## src/logic/pmx_map.svh

```systemverilog
`ifndef PMX_MAP_SVH
`define PMX_MAP_SVH

`define PMX_NUM_PADS       6
`define PMX_SEL_W          4
`define PMX_NUM_FUNC       16
`define PMX_CFG_W          8

// byte addresses
`define PMX_CTRL_ADDR      12'h000
`define PMX_STATUS_ADDR    12'h004
`define PMX_PAD_IN_ADDR    12'h008
`define PMX_PAD_CFG_BASE   12'h010

// pad config word fields
`define PMX_CFG_SEL_LSB    0
`define PMX_CFG_LP_LSB     4
`define PMX_CFG_DRV_BIT    6
`define PMX_CFG_ANA_BIT    7

// reset values
`define PMX_CFG_RESET      8'h00
`define PMX_CTRL_RESET     2'h0

// encodings 0..13 may carry a function, 14 and 15 never do
`define PMX_FUNC_VALID     16'h3FFF

// fixed pad roles
`define PMX_PAD_OSC_EN     0
`define PMX_PAD_RADIO_SW   1
`define PMX_PAD_SLOW_OSC   2
`define PMX_PAD_ANA_FIRST  3

// boot window in which the straps are sensed
`define PMX_BOOT_TIME_NS   10000
`define PMX_CLK_PERIOD_NS  100
`define PMX_BOOT_CYCLES    (`PMX_BOOT_TIME_NS / `PMX_CLK_PERIOD_NS)

`endif

```

## src/logic/pmx_pkg.sv

```systemverilog
package pmx_pkg;

	typedef enum logic [1:0] {
		PMX_PWR_RUN,
		PMX_PWR_DEEP_SLEEP,
		PMX_PWR_HIB,
		PMX_PWR_RSVD
	} pmx_pwr_t;

	typedef enum logic [1:0] {
		PMX_LP_HIZ,
		PMX_LP_PULL_UP,
		PMX_LP_PULL_DOWN,
		PMX_LP_DRIVE
	} pmx_lp_t;

	typedef enum logic {
		PMX_BOOT_SENSE,
		PMX_BOOT_DONE
	} pmx_boot_t;

endpackage

```

## src/logic/pmx_cfg_mem.sv

```systemverilog
`timescale 1ns/100ps
`include "pmx_map.svh"

module pmx_cfg_mem (
	input  wire logic                                        pclk,
	input  wire logic                                        presetn,
	input  wire logic                                        wr_en,
	input  wire logic [2:0]                                  wr_idx,
	input  wire logic [`PMX_CFG_W-1:0]                       wr_data,
	input  wire logic [2:0]                                  rd_idx,
	output logic      [`PMX_CFG_W-1:0]                       rd_data,
	output logic      [`PMX_NUM_PADS*`PMX_CFG_W-1:0]         all_words
);

	genvar g;
	generate
		for (g = 0; g < `PMX_NUM_PADS; g++) begin : g_word
			always_ff @(posedge pclk or negedge presetn) begin
				if (!presetn)
					all_words[g*`PMX_CFG_W +: `PMX_CFG_W] <= `PMX_CFG_RESET;
				else if (wr_en && wr_idx == 3'(g))
					all_words[g*`PMX_CFG_W +: `PMX_CFG_W] <= wr_data;
			end
		end
	endgenerate

	always_ff @(posedge pclk or negedge presetn) begin
		if (!presetn)
			rd_data <= `PMX_CFG_RESET;
		else if (rd_idx < 3'(`PMX_NUM_PADS))
			rd_data <= all_words[rd_idx*`PMX_CFG_W +: `PMX_CFG_W];
		else
			rd_data <= `PMX_CFG_RESET;
	end

endmodule

```

## src/logic/pmx_top.sv

```systemverilog
// The register offsets and the APB interface to the registers were left to the implementer.
`timescale 1ns/100ps
`include "pmx_map.svh"

module pmx_top (
	input  wire logic                                        pclk,
	input  wire logic                                        presetn,
	input  wire logic                                        psel,
	input  wire logic                                        penable,
	input  wire logic                                        pwrite,
	input  wire logic [11:0]                                 paddr,
	input  wire logic [31:0]                                 pwdata,
	output logic      [31:0]                                 prdata,
	output logic                                             pready,
	output logic                                             pslverr,
	input  wire logic [`PMX_NUM_PADS*`PMX_NUM_FUNC-1:0]      func_out,
	input  wire logic [`PMX_NUM_PADS*`PMX_NUM_FUNC-1:0]      func_oe,
	output logic      [`PMX_NUM_PADS-1:0]                    func_in,
	input  wire logic                                        radio_sw_ctrl,
	input  wire logic [`PMX_NUM_PADS-1:0]                    pad_in,
	output logic      [`PMX_NUM_PADS-1:0]                    pad_out,
	output logic      [`PMX_NUM_PADS-1:0]                    pad_oe_n,
	output logic      [`PMX_NUM_PADS-1:0]                    pad_pull_up,
	output logic      [`PMX_NUM_PADS-1:0]                    pad_pull_down,
	output logic      [`PMX_NUM_PADS-1:0]                    pad_analog_en,
	output logic      [2:0]                                  boot_mode_strap,
	output logic                                             slow_clk_ext
);

	localparam int BOOT_CNT_W = $clog2(`PMX_BOOT_CYCLES + 1);
	localparam logic [BOOT_CNT_W-1:0] BOOT_LAST = BOOT_CNT_W'(`PMX_BOOT_CYCLES - 1);

	logic [`PMX_NUM_PADS-1:0]                 pad_meta;
	logic [`PMX_NUM_PADS-1:0]                 pad_sync;
	logic [`PMX_NUM_PADS*`PMX_CFG_W-1:0]      cfg_words;
	logic [`PMX_CFG_W-1:0]                    mem_rdata;
	logic                                     mem_wr;
	logic [2:0]                               pad_idx;
	logic                                     is_cfg;
	logic                                     is_mapped;
	logic                                     rd_wait;
	logic [1:0]                               ctrl;
	pmx_pkg::pmx_pwr_t                        pwr_mode;
	pmx_pkg::pmx_boot_t                       boot_state;
	logic [BOOT_CNT_W-1:0]                    boot_cnt;
	logic                                     boot_active;
	logic [`PMX_NUM_PADS-1:0]                 next_out;
	logic [`PMX_NUM_PADS-1:0]                 next_oe_n;
	logic [`PMX_NUM_PADS-1:0]                 next_pu;
	logic [`PMX_NUM_PADS-1:0]                 next_pd;
	logic [`PMX_NUM_PADS-1:0]                 next_ana;
	logic [`PMX_NUM_PADS-1:0]                 next_fin;

	// pins are asynchronous to pclk
	always_ff @(posedge pclk or negedge presetn) begin
		if (!presetn) begin
			pad_meta <= '0;
			pad_sync <= '0;
		end else begin
			pad_meta <= pad_in;
			pad_sync <= pad_meta;
		end
	end

	// apb slave
	assign pad_idx   = 3'((paddr - `PMX_PAD_CFG_BASE) >> 2);
	assign is_cfg    = paddr >= `PMX_PAD_CFG_BASE && paddr[1:0] == 2'h0 && pad_idx < 3'(`PMX_NUM_PADS)
		&& paddr < 12'(`PMX_PAD_CFG_BASE + 4 * `PMX_NUM_PADS);
	assign is_mapped = is_cfg || paddr == `PMX_CTRL_ADDR || paddr == `PMX_STATUS_ADDR
		|| paddr == `PMX_PAD_IN_ADDR;
	assign mem_wr    = psel && penable && pready && pwrite && is_cfg;
	assign pwr_mode  = pmx_pkg::pmx_pwr_t'(ctrl);

	pmx_cfg_mem u_cfg_mem (
		.pclk      (pclk),
		.presetn   (presetn),
		.wr_en     (mem_wr),
		.wr_idx    (pad_idx),
		.wr_data   (pwdata[`PMX_CFG_W-1:0]),
		.rd_idx    (pad_idx),
		.rd_data   (mem_rdata),
		.all_words (cfg_words)
	);

	// setup edge loads the config read register; the answer comes one access cycle later
	always_ff @(posedge pclk or negedge presetn) begin
		if (!presetn) begin
			rd_wait <= 1'b0;
			pready  <= 1'b0;
			pslverr <= 1'b0;
			prdata  <= 32'h00000000;
		end else if (psel && !penable) begin
			rd_wait <= 1'b1;
			pready  <= 1'b0;
		end else if (psel && penable && rd_wait) begin
			rd_wait <= 1'b0;
			pready  <= 1'b1;
			pslverr <= !is_mapped;
			prdata  <= 32'h00000000;
			if (!pwrite) begin
				if (is_cfg)
					prdata <= {24'h000000, mem_rdata};
				else if (paddr == `PMX_CTRL_ADDR)
					prdata <= {30'h00000000, ctrl};
				else if (paddr == `PMX_STATUS_ADDR)
					prdata <= {26'h0000000, boot_active == 1'b0, slow_clk_ext, 1'b0, boot_mode_strap};
				else if (paddr == `PMX_PAD_IN_ADDR)
					prdata <= {26'h0000000, pad_sync};
			end
		end else begin
			pready  <= 1'b0;
			pslverr <= 1'b0;
		end
	end

	always_ff @(posedge pclk or negedge presetn) begin
		if (!presetn)
			ctrl <= `PMX_CTRL_RESET;
		else if (psel && penable && pready && pwrite && paddr == `PMX_CTRL_ADDR)
			ctrl <= pwdata[1:0];
	end

	// boot: strap and slow-clock sensing
	assign boot_active = boot_state == pmx_pkg::PMX_BOOT_SENSE;

	always_ff @(posedge pclk or negedge presetn) begin
		if (!presetn) begin
			boot_state      <= pmx_pkg::PMX_BOOT_SENSE;
			boot_cnt        <= '0;
			boot_mode_strap <= 3'h0;
			slow_clk_ext    <= 1'b0;
		end else begin
			case (boot_state)
				pmx_pkg::PMX_BOOT_SENSE: begin
					boot_cnt <= boot_cnt + 1'b1;
					if (boot_cnt == BOOT_LAST) begin
						boot_state         <= pmx_pkg::PMX_BOOT_DONE;
						boot_mode_strap[0] <= pad_sync[`PMX_PAD_RADIO_SW];
						boot_mode_strap[1] <= pad_sync[`PMX_PAD_ANA_FIRST];
						boot_mode_strap[2] <= pad_sync[`PMX_PAD_OSC_EN];
						slow_clk_ext       <= pad_sync[`PMX_PAD_SLOW_OSC];
					end
				end
				pmx_pkg::PMX_BOOT_DONE: boot_cnt <= boot_cnt;
				default: boot_state <= pmx_pkg::PMX_BOOT_SENSE;
			endcase
		end
	end

	// per-pad steering
	genvar g;
	generate
		for (g = 0; g < `PMX_NUM_PADS; g++) begin : g_pad
			logic [`PMX_CFG_W-1:0]      cfg;
			logic [`PMX_SEL_W-1:0]      sel;
			pmx_pkg::pmx_lp_t           lp;
			logic                       fvalid;
			logic                       is_ana;

			assign cfg    = cfg_words[g*`PMX_CFG_W +: `PMX_CFG_W];
			assign sel    = cfg[`PMX_CFG_SEL_LSB +: `PMX_SEL_W];
			assign lp     = pmx_pkg::pmx_lp_t'(cfg[`PMX_CFG_LP_LSB +: 2]);
			assign fvalid = 1'(`PMX_FUNC_VALID >> sel);
			assign is_ana = g >= `PMX_PAD_ANA_FIRST && cfg[`PMX_CFG_ANA_BIT];

			always_comb begin
				next_out[g]  = 1'b0;
				next_oe_n[g] = 1'b1;
				next_pu[g]   = 1'b0;
				next_pd[g]   = 1'b0;
				next_ana[g]  = 1'b0;
				next_fin[g]  = 1'b0;
				if (boot_active) begin
					next_oe_n[g] = 1'b1;
				end else if (pwr_mode == pmx_pkg::PMX_PWR_HIB && g == `PMX_PAD_OSC_EN) begin
					next_pd[g] = 1'b1;
				end else if (pwr_mode == pmx_pkg::PMX_PWR_DEEP_SLEEP || pwr_mode == pmx_pkg::PMX_PWR_HIB) begin
					// override ignores the function select on purpose
					case (lp)
						pmx_pkg::PMX_LP_PULL_UP:   next_pu[g] = 1'b1;
						pmx_pkg::PMX_LP_PULL_DOWN: next_pd[g] = 1'b1;
						pmx_pkg::PMX_LP_DRIVE: begin
							next_oe_n[g] = 1'b0;
							next_out[g]  = cfg[`PMX_CFG_DRV_BIT];
						end
						default: next_oe_n[g] = 1'b1;
					endcase
				end else if (g == `PMX_PAD_OSC_EN) begin
					next_oe_n[g] = 1'b0;
					next_out[g]  = 1'b1;
				end else if (g == `PMX_PAD_RADIO_SW) begin
					next_oe_n[g] = 1'b0;
					next_out[g]  = radio_sw_ctrl;
				end else if (g == `PMX_PAD_SLOW_OSC && !slow_clk_ext) begin
					next_oe_n[g] = 1'b1;
				end else if (is_ana) begin
					next_ana[g] = 1'b1;
				end else if (fvalid) begin
					// a freed slow-osc pad still follows the function; outputs only is advised
					next_oe_n[g] = !func_oe[g*`PMX_NUM_FUNC + int'(sel)];
					next_out[g]  = func_out[g*`PMX_NUM_FUNC + int'(sel)];
					next_fin[g]  = pad_sync[g];
				end
			end
		end
	endgenerate

	// registered pad drive; reset holds every pad in hi-z with no pull
	always_ff @(posedge pclk or negedge presetn) begin
		if (!presetn) begin
			pad_out       <= '0;
			pad_oe_n      <= '1;
			pad_pull_up   <= '0;
			pad_pull_down <= '0;
			pad_analog_en <= '0;
			func_in       <= '0;
		end else begin
			pad_out       <= next_out;
			pad_oe_n      <= next_oe_n;
			pad_pull_up   <= next_pu;
			pad_pull_down <= next_pd;
			pad_analog_en <= next_ana;
			func_in       <= next_fin;
		end
	end

endmodule

```

## config.mk

```make
export PLATFORM = sky130hd
export DESIGN_NAME = pmx_top
export DESIGN_NICKNAME = d
export VERILOG_FILES = /design/src/logic/pmx_pkg.sv /design/src/logic/pmx_cfg_mem.sv /design/src/logic/pmx_top.sv
export VERILOG_INCLUDE_DIRS = /design/src /design/src/logic
export SDC_FILE = /design/constraint.sdc
export NUM_CORES = 1
export LEC_CHECK = 0
export CAP_MARGIN = 20
export CORE_MARGIN = 2
export CORE_UTILIZATION = 34
export DETAILED_ROUTE_END_ITERATION = 16
export DONT_BUFFER_PORTS = 1
export GPL_TIMING_DRIVEN = 1
export SLEW_MARGIN = 0
export SYNTH_ARGS = -nofsm -noshare
export SYNTH_HDL_FRONTEND = slang
export SYNTH_SLANG_ARGS = --single-unit
```

## constraint.sdc

```tcl
create_clock -name pclk -period 1.8 [get_ports pclk]
set_input_delay 0.36 -clock pclk [delete_from_list [all_inputs] [get_ports pclk]]
set_output_delay 0.36 -clock pclk [all_outputs]
set_load 0.02 [all_outputs]
```

Yosys cells after proc, flatten, opt, wreduce, memory -nomap -nowiden
Cells that the tools add are included.
{"block": "word_totals", "in_bits": 248, "output_inout_bits": 74, "regBits": 148}
{"block": "classes", "add_sub_neg": 6, "n_shift": 5, "muxes": 155, "order_cmp": 7, "reduce_logical": 32, "n_bitwise": 2, "eq_ne": 28}
{"cell": "$mux W1", "n": 140}
{"cell": "$bmux W1 S7", "n": 8}
{"cell": "$shr A14 B4 Y1 const A", "n": 4}
{"cell": "$shiftx A48 B7 Y8", "n": 1}
{"cell": "$eq A2 B2 Y1 const B", "n": 13}
{"cell": "$mux W8", "n": 3}
{"cell": "$mux W6", "n": 3}
{"cell": "$add A7 B4 Y8 const A", "n": 2}
{"cell": "$logic_and A1 B1 Y1", "n": 16}
{"cell": "$lt A7 B8 Y1 const B", "n": 2}
{"cell": "$lt A8 B8 Y1 const B", "n": 2}
{"cell": "$add A6 B4 Y7 const A", "n": 2}
{"cell": "$eq A2 B1 Y1 const B", "n": 7}
{"cell": "$eq A12 B3 Y1 const B", "n": 1}
{"cell": "$eq A12 B4 Y1 const B", "n": 1}
{"cell": "$ge A12 B5 Y1 const B", "n": 1}
{"cell": "$logic_not A12 Y1", "n": 1}
{"cell": "$lt A12 B6 Y1 const B", "n": 1}
{"cell": "$add A7 B1 Y7 const B", "n": 1}
{"cell": "$eq A7 B7 Y1 const B", "n": 1}
{"cell": "$mux W7", "n": 1}
{"cell": "$eq A3 B2 Y1 const B", "n": 2}
{"cell": "$eq A3 B3 Y1 const B", "n": 2}
{"cell": "$logic_not A1 Y1", "n": 6}
{"cell": "9 further kinds", "n": 14}

Longest topological paths before layout
Gate-level depths: netlist of the first run.
{"block": "logic_depth", "depth_word": 9, "mapped_depth": 7}

Cells and area by module
Synthesis of the first run repeated with hierarchy kept, for this count alone.
{"block": "hier_totals", "cells_unflattened": 487, "hier_area_um2": 6236.0}
{"mod": "pmx_top", "area_per_inst_um2": 3791.1, "instances": 1, "cells_each": 324, "seq_area_each_um2": 1709.1}
{"mod": "pmx_cfg_mem", "area_per_inst_um2": 2444.8, "instances": 1, "cells_each": 163, "seq_area_each_um2": 1401.3}

Worst setup path after synthesis of the first run
No wires, ideal clock.
{"block": "synth_timing", "path_kind": "input port to flip-flop", "from": "in paddr[9]", "to": "reg u_cfg_mem.all_words[41]", "setup_slack_ns": -0.089, "cell_stages": 4, "n_path_buf": 0, "arrival_time_ns": 1.764, "path_cell_list": "nor4_4 nand3_4 nor4_4 mux2_2"}
{"block": "synth_between", "elab_chain_len": 6, "word_cells_on_any_way": 7, "classes_between": "order compare: 2; reduce/logical: 5"}
{"element": "start: declaration", "line_no": "pmx_top.sv:11", "source": "input wire logic [11:0] paddr,"}
{"element": "$ge A12 B5 Y1 (no line)"}
{"element": "$logic_and A1 B1 Y1 (2 in a row)", "line_no": "pmx_top.sv:67", "source": "assign is_cfg = paddr >= `PMX_PAD_CFG_BASE && paddr[1:0] == 2'h0 && pad_idx < 3'(`PMX_NUM_PADS)"}
{"element": "$logic_and A1 B1 Y1 *", "line_no": "pmx_top.sv:67"}
{"element": "$logic_and A1 B1 Y1 *", "line_no": "pmx_top.sv:71", "source": "assign mem_wr = psel && penable && pready && pwrite && is_cfg;"}
{"element": "$logic_and A1 B1 Y1 *", "line_no": "pmx_cfg_mem.sv:21", "source": "else if (wr_en && wr_idx == 3'(g))"}
{"element": "end signal: indexed assignment", "line_no": "pmx_cfg_mem.sv:20", "source": "all_words[g*`PMX_CFG_W +: `PMX_CFG_W] <= `PMX_CFG_RESET;"}
{"element": "end signal: indexed assignment", "line_no": "pmx_cfg_mem.sv:22", "source": "all_words[g*`PMX_CFG_W +: `PMX_CFG_W] <= wr_data;"}
{"element": "end: declaration", "line_no": "pmx_cfg_mem.sv:12", "source": "output logic [`PMX_NUM_PADS*`PMX_CFG_W-1:0] all_words"}
Every way passes the cells marked *; elsewhere a longest branch is shown, timed or not.
A chain may end at the register's enable or synchronous reset.

Final worst setup path of the first run
{"block": "layout_timing", "from": "reg pready", "to": "reg u_cfg_mem.all_words[35]"}
{"block": "layout_between", "elab_chain_len": 4}
{"element": "start: declaration", "line_no": "pmx_top.sv:14", "source": "output logic pready,"}
{"element": "start signal: assignment", "line_no": "pmx_top.sv:89", "source": "pready <= 1'b0;"}
{"element": "start signal: assignment", "line_no": "pmx_top.sv:94", "source": "pready <= 1'b0;"}
{"element": "start signal: assignment", "line_no": "pmx_top.sv:97", "source": "pready <= 1'b1;"}
{"element": "$logic_and A1 B1 Y1 (3 in a row)", "line_no": "pmx_top.sv:71"}
{"element": "$logic_and A1 B1 Y1", "line_no": "pmx_cfg_mem.sv:21"}
Every way passes these cells.

==> results of run 1 <==
## logic make-up after synthesis
kind of cell / after synthesis / synth area share
simple gates: 137 / 0.1278
flops: 124 / 0.4963
mux: 100 / 0.2356
compound gates: 67 / 0.07108
buf+inv: 63 / 0.05630
xor+xnor: 6 / 0.008385
fa+ha+maj: 2 / 0.003992
other cells: 1 / 0.0005983
## layer usage
layer | GRT usage | wire length (um) | vias up
li1 | - | - | 1859
met5 | 0 | 0 | -
met4 | 0.04737 | 226 | 0
met3 | 0.06401 | 1304 | 16
met1 | 0.2094 | 6641 | 2093
met2 | 0.2698 | 7924 | 170
## what timing repair did
| item | 4_1_cts | 5_1_grt |
|---|---|---|
| endpoints found under the hold margin | 130 | 124 |
| gates resized for setup | 1 | 9 |
| pin swaps | 0 | 3 |
| setup endpoints to repair | 1 | 24 |
| setup buffers | 0 | 3 |
## placed cells by master (no fill, tap or decap), drive strengths merged, types with 7 or more instances in the layout
master	synthesis	layout
a22oi	10	10
a21oi	7	7
nor2	22	22
nand2	46	46
nor2b	9	9
nand3	12	12
conb	1	29
o21ai	24	24
buf	37	33
clkbuf	13	22
nor4	7	7
nand2b	8	8
dfrtp	118	118
inv	13	13
mux2	60	60
mux4	32	32
mux2i	8	8
and3	12	12
## synthesized netlist by cell type (3+ instances only)
master     count  area, um^2
a21oi_1        7       35.03
a221oi_1       3       26.28
a22oi_1       10       75.07
a31oi_1        5       31.28
and3_1        12       75.07
buf_2          6       30.03
buf_4         29       217.7
clkbuf_1      13       48.80
dfrtp_1      118        2953
dfstp_2        6       157.7
inv_1         13       48.80
mux2_2        59       664.4
mux2i_1        8       80.08
mux4_2        32       720.7
nand2_1       46       172.7
nand2b_1       8       50.05
nand3_1       11       55.05
nor2_1        22       82.58
nor2b_1        9       56.30
nor3b_1        5       37.54
nor4_4         5       106.4
o2111ai_1      3       26.28
o21ai_0       24       120.1
o311ai_0       3       26.28
xnor2_1        4       35.03
## state kept, by name, summed over array words and instances (netlist names), 2 cells and up
signal               cells
prdata                   8
func_in                  4
pad_analog_en            3
pad_sync                 6
pad_meta                 6
boot_cnt                 7
pad_pull_up              6
pad_oe_n                 6
u_cfg_mem.rd_data        8
boot_mode_strap          3
u_cfg_mem.all_words     48
pad_pull_down            6
ctrl                     2
pad_out                  6
## power groups by stage
stage	Sequential, W	Clock, W	Combinational [W]
2_1_floorplan	0.00290	0	0.000252
3_3_place_gp	0.00291	0	0.000218
3_5_place_dp	0.00291	0	0.000222
4_1_cts	0.00286	0.00343	0.000233
5_1_grt	0.00286	0.00357	0.000256
6_report	0.00286	0.00335	0.000236
## area by class of cell
cell class,instances,share of cell area
clock inverter,10,0.01565
tap,229,0.03895
sequential,124,0.4234
inverter,13,0.006634
timing repair buffer,39,0.05018
clock buffer,22,0.06447
multi-input combinational,341,0.4007
## metrics by stage
| stage | area [um^2] | cells | total power [W] | utilization | setup TNS, ns |
|---|---|---|---|---|---|
| finish | 7356 | 778 | 0.006451 | 0.4081 | 0 |
| global route | 7356 | 778 | 0.006688 | 0.4081 | -0.04052 |
| CTS | 7303 | 775 | 0.006524 | 0.4052 | 0 |
| detailed placement | 6653 | 737 | 0.003132 | 0.3691 | -2.460 |
| global placement | 6653 | 737 | 0.003128 | 0.3691 | -1.957 |
| floorplan | 6395 | 528 | 0.003155 | - | -2.249 |
## how the worst min path moves through the flow
stage                     startpoint                      end  slack [ns]  cells past startpoint
after floorplan              presetn  boot_cnt[0]$_DFFE_PN0N_        0.06                      0
after global placement       presetn     pad_out[0]$_DFF_PN0_        0.07                      0
after detailed placement     presetn    pad_meta[2]$_DFF_PN0_        0.07                      0
after CTS                    presetn    pad_sync[1]$_DFF_PN0_       -0.37                      0
after global routing         presetn    pad_sync[2]$_DFF_PN0_       -0.38                      0
final                        presetn    pad_sync[2]$_DFF_PN0_       -0.35                      0
==> results_dict.tcl, run 1 <==
set metrics [dict create \
    power_frac_comb 0.037 \
    seq_power_share 0.444 \
    clock_skew_ns 0.007007 \
    drtIter0Drc 216 \
    nFillCells 1708 \
    grt_pass1_vias 4349 \
    hold_slack_ns -0.3537 \
    grt_usage 0.1668 \
    antenna_found_initial 0 \
    die_y_um 139.8 \
    endpoint_kind "flop" \
    insertion_delay_ns 0.41 \
    clk_pin_slew_worst_paths_ns 0.06 \
    globalplace.congestion 0.8397 \
    finalWirelength_um 16100 \
    ys_types 53 \
    hold_viol 124 \
    synth_enable_flop_cells 0 \
    crit_path_start_kind "flop" \
    regArea_um2 3114 \
    insertedDiodeCount 0 \
    sw_frac_of_total 0.2144 \
    start_util 0.3477 \
    fmax_ghz 0.5730 \
    setup-violations-final 0 \
    clk_path_buf_depth 2 \
    critPathLaunch "pready$_DFF_PN0_" \
    syn_avg_cell_area_um2 12.53 \
    setup.worst_path.end "u_cfg_mem.all_words[35]$_DFFE_PN0P_" \
    syn_inst 500 \
    violations "negative hold slack" \
    core_um2 18020 \
    critPathArrivalTime_ns 2.04 \
    cts_tree "yes" \
    place_hpwl_um 12110 \
    max_stage_delay_ns 0.35 \
    switching_power_w 0.001383 \
    irDropWorstVdd_v 0.0007723 \
    ys.flop_type "dfrtp_1" \
    area.growth.synth_to_final_pct 17.37 \
    die_w_um 139.8 \
    p_int_w 0.005068 \
    tightest_slew_ns 0.5891 \
    p_leak_nw 3.264 \
    timing.rr.end "u_cfg_mem.all_words[35]$_DFFE_PN0P_" \
    dieArea_um2 19540 \
    relSlewSlack 0.6065 \
    avgRoutedWirePerCell_um 20.69 \
    final_antenna_net_count 0 \
    finalMaxSlewViolations 0 \
    io_pins 322 \
    yosysWarnings 0 \
    critPathKind "reg2reg" \
    ys_async_sr_fraction 1.000 \
    reg2reg_from "pready$_DFF_PN0_" \
    hp-class "in2async" \
    pre_cts_ws_ns -0.1128 \
    fin_crit_ns 1.745 \
    cp_cell_sequence "and4_4, nand3_4, nor4_4, buf_6, mux2_2" \
    ys_seq_area_frac 0.4963 \
    fp-row-count 49 \
    cts_hold_buf 6 \
    root_buffer "clkbuf_16" \
    multi_input_area_um2 2948 \
    grt_overflow 0 \
    setup_ws_ns 0.05467 \
    path_buf_inv 1 \
    p_clk_frac 0.520 \
    power_density_nw_per_um2 877.0 \
    worstPathMaxFanout 8 \
    crit_cells 5 \
    clock-sinks 124 \
    numCtsBuffers 17 \
    vias 4138 \
    grt_pass1_wl_um 24900 \
    io_buffers 0 \
    drtPass1Iterations 4 \
    rsz0062_at_grt "yes" \
    nets 786 \
    avgViaCountPerCell 5.319 \
    grt_max_degree 125 \
    synth_seq_cells 124 \
    drive_gt1_frac 0.3242 \
    cpMaxStageDelayCell "mux2_2" \
    outcome "complete, but fails checks" \
    reg2reg_slack_ns 0.05 \
    crit_family "simple AND/OR/NAND/NOR gates" \
    h-tree-depth 4 \
    drc 0 \
    drv_cap 0 \
    synth_area_um2 6267 \
    cp.required_ns 2.10 \
    period_share 0.9696 \
    reg2reg_depth 5 \
]
No activity file was read; power rests on OpenSTA's default activity.
==> inputs of run 2 (changes only) <==
Settings changed: CAP_MARGIN 20 to default, CTS_BUF_LIST from default to sky130_fd_sc_hd__clkbuf_4 sky130_fd_sc_hd__clkbuf_8 sky130_fd_sc_hd__clkbuf_16.
Clock period 1.8 ns to 2.04 ns, I/O delays scaled along.
==> results_dict.tcl, run 2 (synthesis gave the netlist of run 1 again) <==
set metrics [dict create \
    worstPathMaxFanout 4 \
    io_pins 322 \
    finalWirelength_um 15860 \
    place_hpwl_um 11850 \
    period_share 0.8954 \
    tightest_slew_ns 0.5879 \
    drtIter0Drc 263 \
    fp-row-count 49 \
    cts_setup_buffers 0 \
    critPathKind "reg2reg" \
    cp.required_ns 2.34 \
    irDropWorstVdd_v 0.0005963 \
    insertedDiodeCount 0 \
    vias 4063 \
    clk_path_buf_depth 2 \
    top_register "u_cfg_mem.all_words" \
    avgRoutedWirePerCell_um 20.71 \
    fmax_ghz 0.5475 \
    insertion_delay_ns 0.42 \
    layout_commonest_cell "dfrtp_1" \
    cts_tree "yes" \
    rsz0062_at_grt "no" \
    hold_slack_ns -0.3118 \
    power_density_nw_per_um2 860.4 \
    relSlewSlack 0.6073 \
    p_leak_nw 3.251 \
    hold_viol 124 \
    grt_overflow 0 \
    clock_skew_ns 0.006446 \
    endpoint_kind "flop" \
    crit_path_start_kind "flop" \
    drc 0 \
    final_antenna_net_count 0 \
    cpMaxStageDelayCell "dfrtp_1" \
    root_buffer "clkbuf_16" \
    globalplace.congestion 0.7762 \
    grt_pass1_wl_um 24460 \
    die_y_um 139.8 \
    grt_usage 0.1655 \
    drtPass1Iterations 4 \
    layout_common_cells "dfrtp_1 (118), mux2_2 (59), nand2_1 (46)" \
    grt_max_degree 125 \
    setup-violations-final 0 \
    drv_cap 0 \
    nets 774 \
    dieArea_um2 19540 \
    drive_gt1_frac 0.3035 \
    reg_top3 "u_cfg_mem.all_words: 48 flops, prdata: 8 flops, u_cfg_mem.rd_data: 8 flops" \
    violations "negative hold slack" \
    core_um2 18020 \
    max_stage_delay_ns 0.38 \
    critPathArrivalTime_ns 2.12 \
    die_w_um 139.8 \
    finalMaxSlewViolations 0 \
    outcome "complete, but fails checks" \
    clk_pin_slew_worst_paths_ns 0.05 \
    grt_pass1_vias 4295 \
    largest_reg_flops 48 \
    io_buffers 0 \
    h-tree-depth 4 \
    clock-sinks 124 \
    fin_crit_ns 1.827 \
    area.growth.synth_to_final_pct 16.37 \
    cp_cell_sequence "ha_1, nor4b_1, nand3_1, nor2_1, mux2_2" \
    antenna_found_initial 0 \
    numCtsBuffers 17 \
    start_util 0.3477 \
    avgViaCountPerCell 5.304 \
    cts_resized 0 \
    setup_tns_ns 0 \
    p_total_w 0.006275 \
    hp-class "in2async" \
    cts_hold_buf 6 \
]
==> run 2: cell count changes in the layout (fill, tap and decap cells not counted), sizes merged <==
| cell | change |
|---|---|
| clkbuf | -2 |
| clkinv | -1 |
| bufinv | +5 |
| buf | -12 |
| clkinvlp | -2 |
==> run 2: report_power, final <==
part / total [W] / internal (W) / leakage, nW / switching (W)
Clock: 0.00355 / 0.00247 / 0.341 / 0.00108
Combinational: 0.000200 / 0.0000865 / 1.25 / 0.000114
Sequential: 0.00253 / 0.00249 / 1.66 / 0.0000353
==> run 2: final timing paths <==
kind                                    startpoint                             end  slack, ns  cells after the start
max in group asynchronous                  presetn           pad_oe_n[4]$_DFF_PN1_       2.11                      0
min in group pclk                          penable             rd_wait$_DFFE_PN0P_       0.08                      1
min reg2reg                  pad_meta[2]$_DFF_PN0_           pad_sync[2]$_DFF_PN0_       0.35                      0
min                                        presetn            pad_out[0]$_DFF_PN0_      -0.31                      0
max reg2reg                boot_cnt[0]$_DFFE_PN0N_  boot_mode_strap[0]$_DFFE_PN0P_       0.21                      5
max                        boot_cnt[0]$_DFFE_PN0N_  boot_mode_strap[0]$_DFFE_PN0P_       0.21                      5
==> run 2: critical path: cells and delay by family, from the launching register on <==
kind          cells  cell delay [ns]
fa+ha+maj         1             0.21
simple gates      3             0.74
flops             1             0.38
mux               1             0.38
==> run 2: layout make-up <==
class / instances / area, um^2
fill: 1689 / 10730
sequential: 124 / 3110
multi-input combinational: 341 / 2909
clock buffer: 20 / 454.2
tap: 229 / 286.5
timing repair buffer: 27 / 242.7
clock inverter: 12 / 241.5
inverter: 13 / 48.80
==> run 2: layer usage <==
layer  vias to the layer above  part of all wire  track usage
met4                         0             0.017      0.05842
li1                       1838                 -            -
met2                       185              0.48       0.2557
met1                      2016              0.41       0.2090
met5                         -                 0            0
met3                        24             0.091      0.07054
==> run 2: stage by stage <==
step,utilization,worst slack (ns),cells,area [um^2]
final,0.4046,0.2134,766,7293
after floorplan,-,0.1033,528,6372
after global routing,0.4046,0.01220,766,7293
after detailed placement,0.3627,0.05798,728,6538
after CTS,0.4046,0.2146,766,7293
after global placement,0.3627,0.08962,728,6538
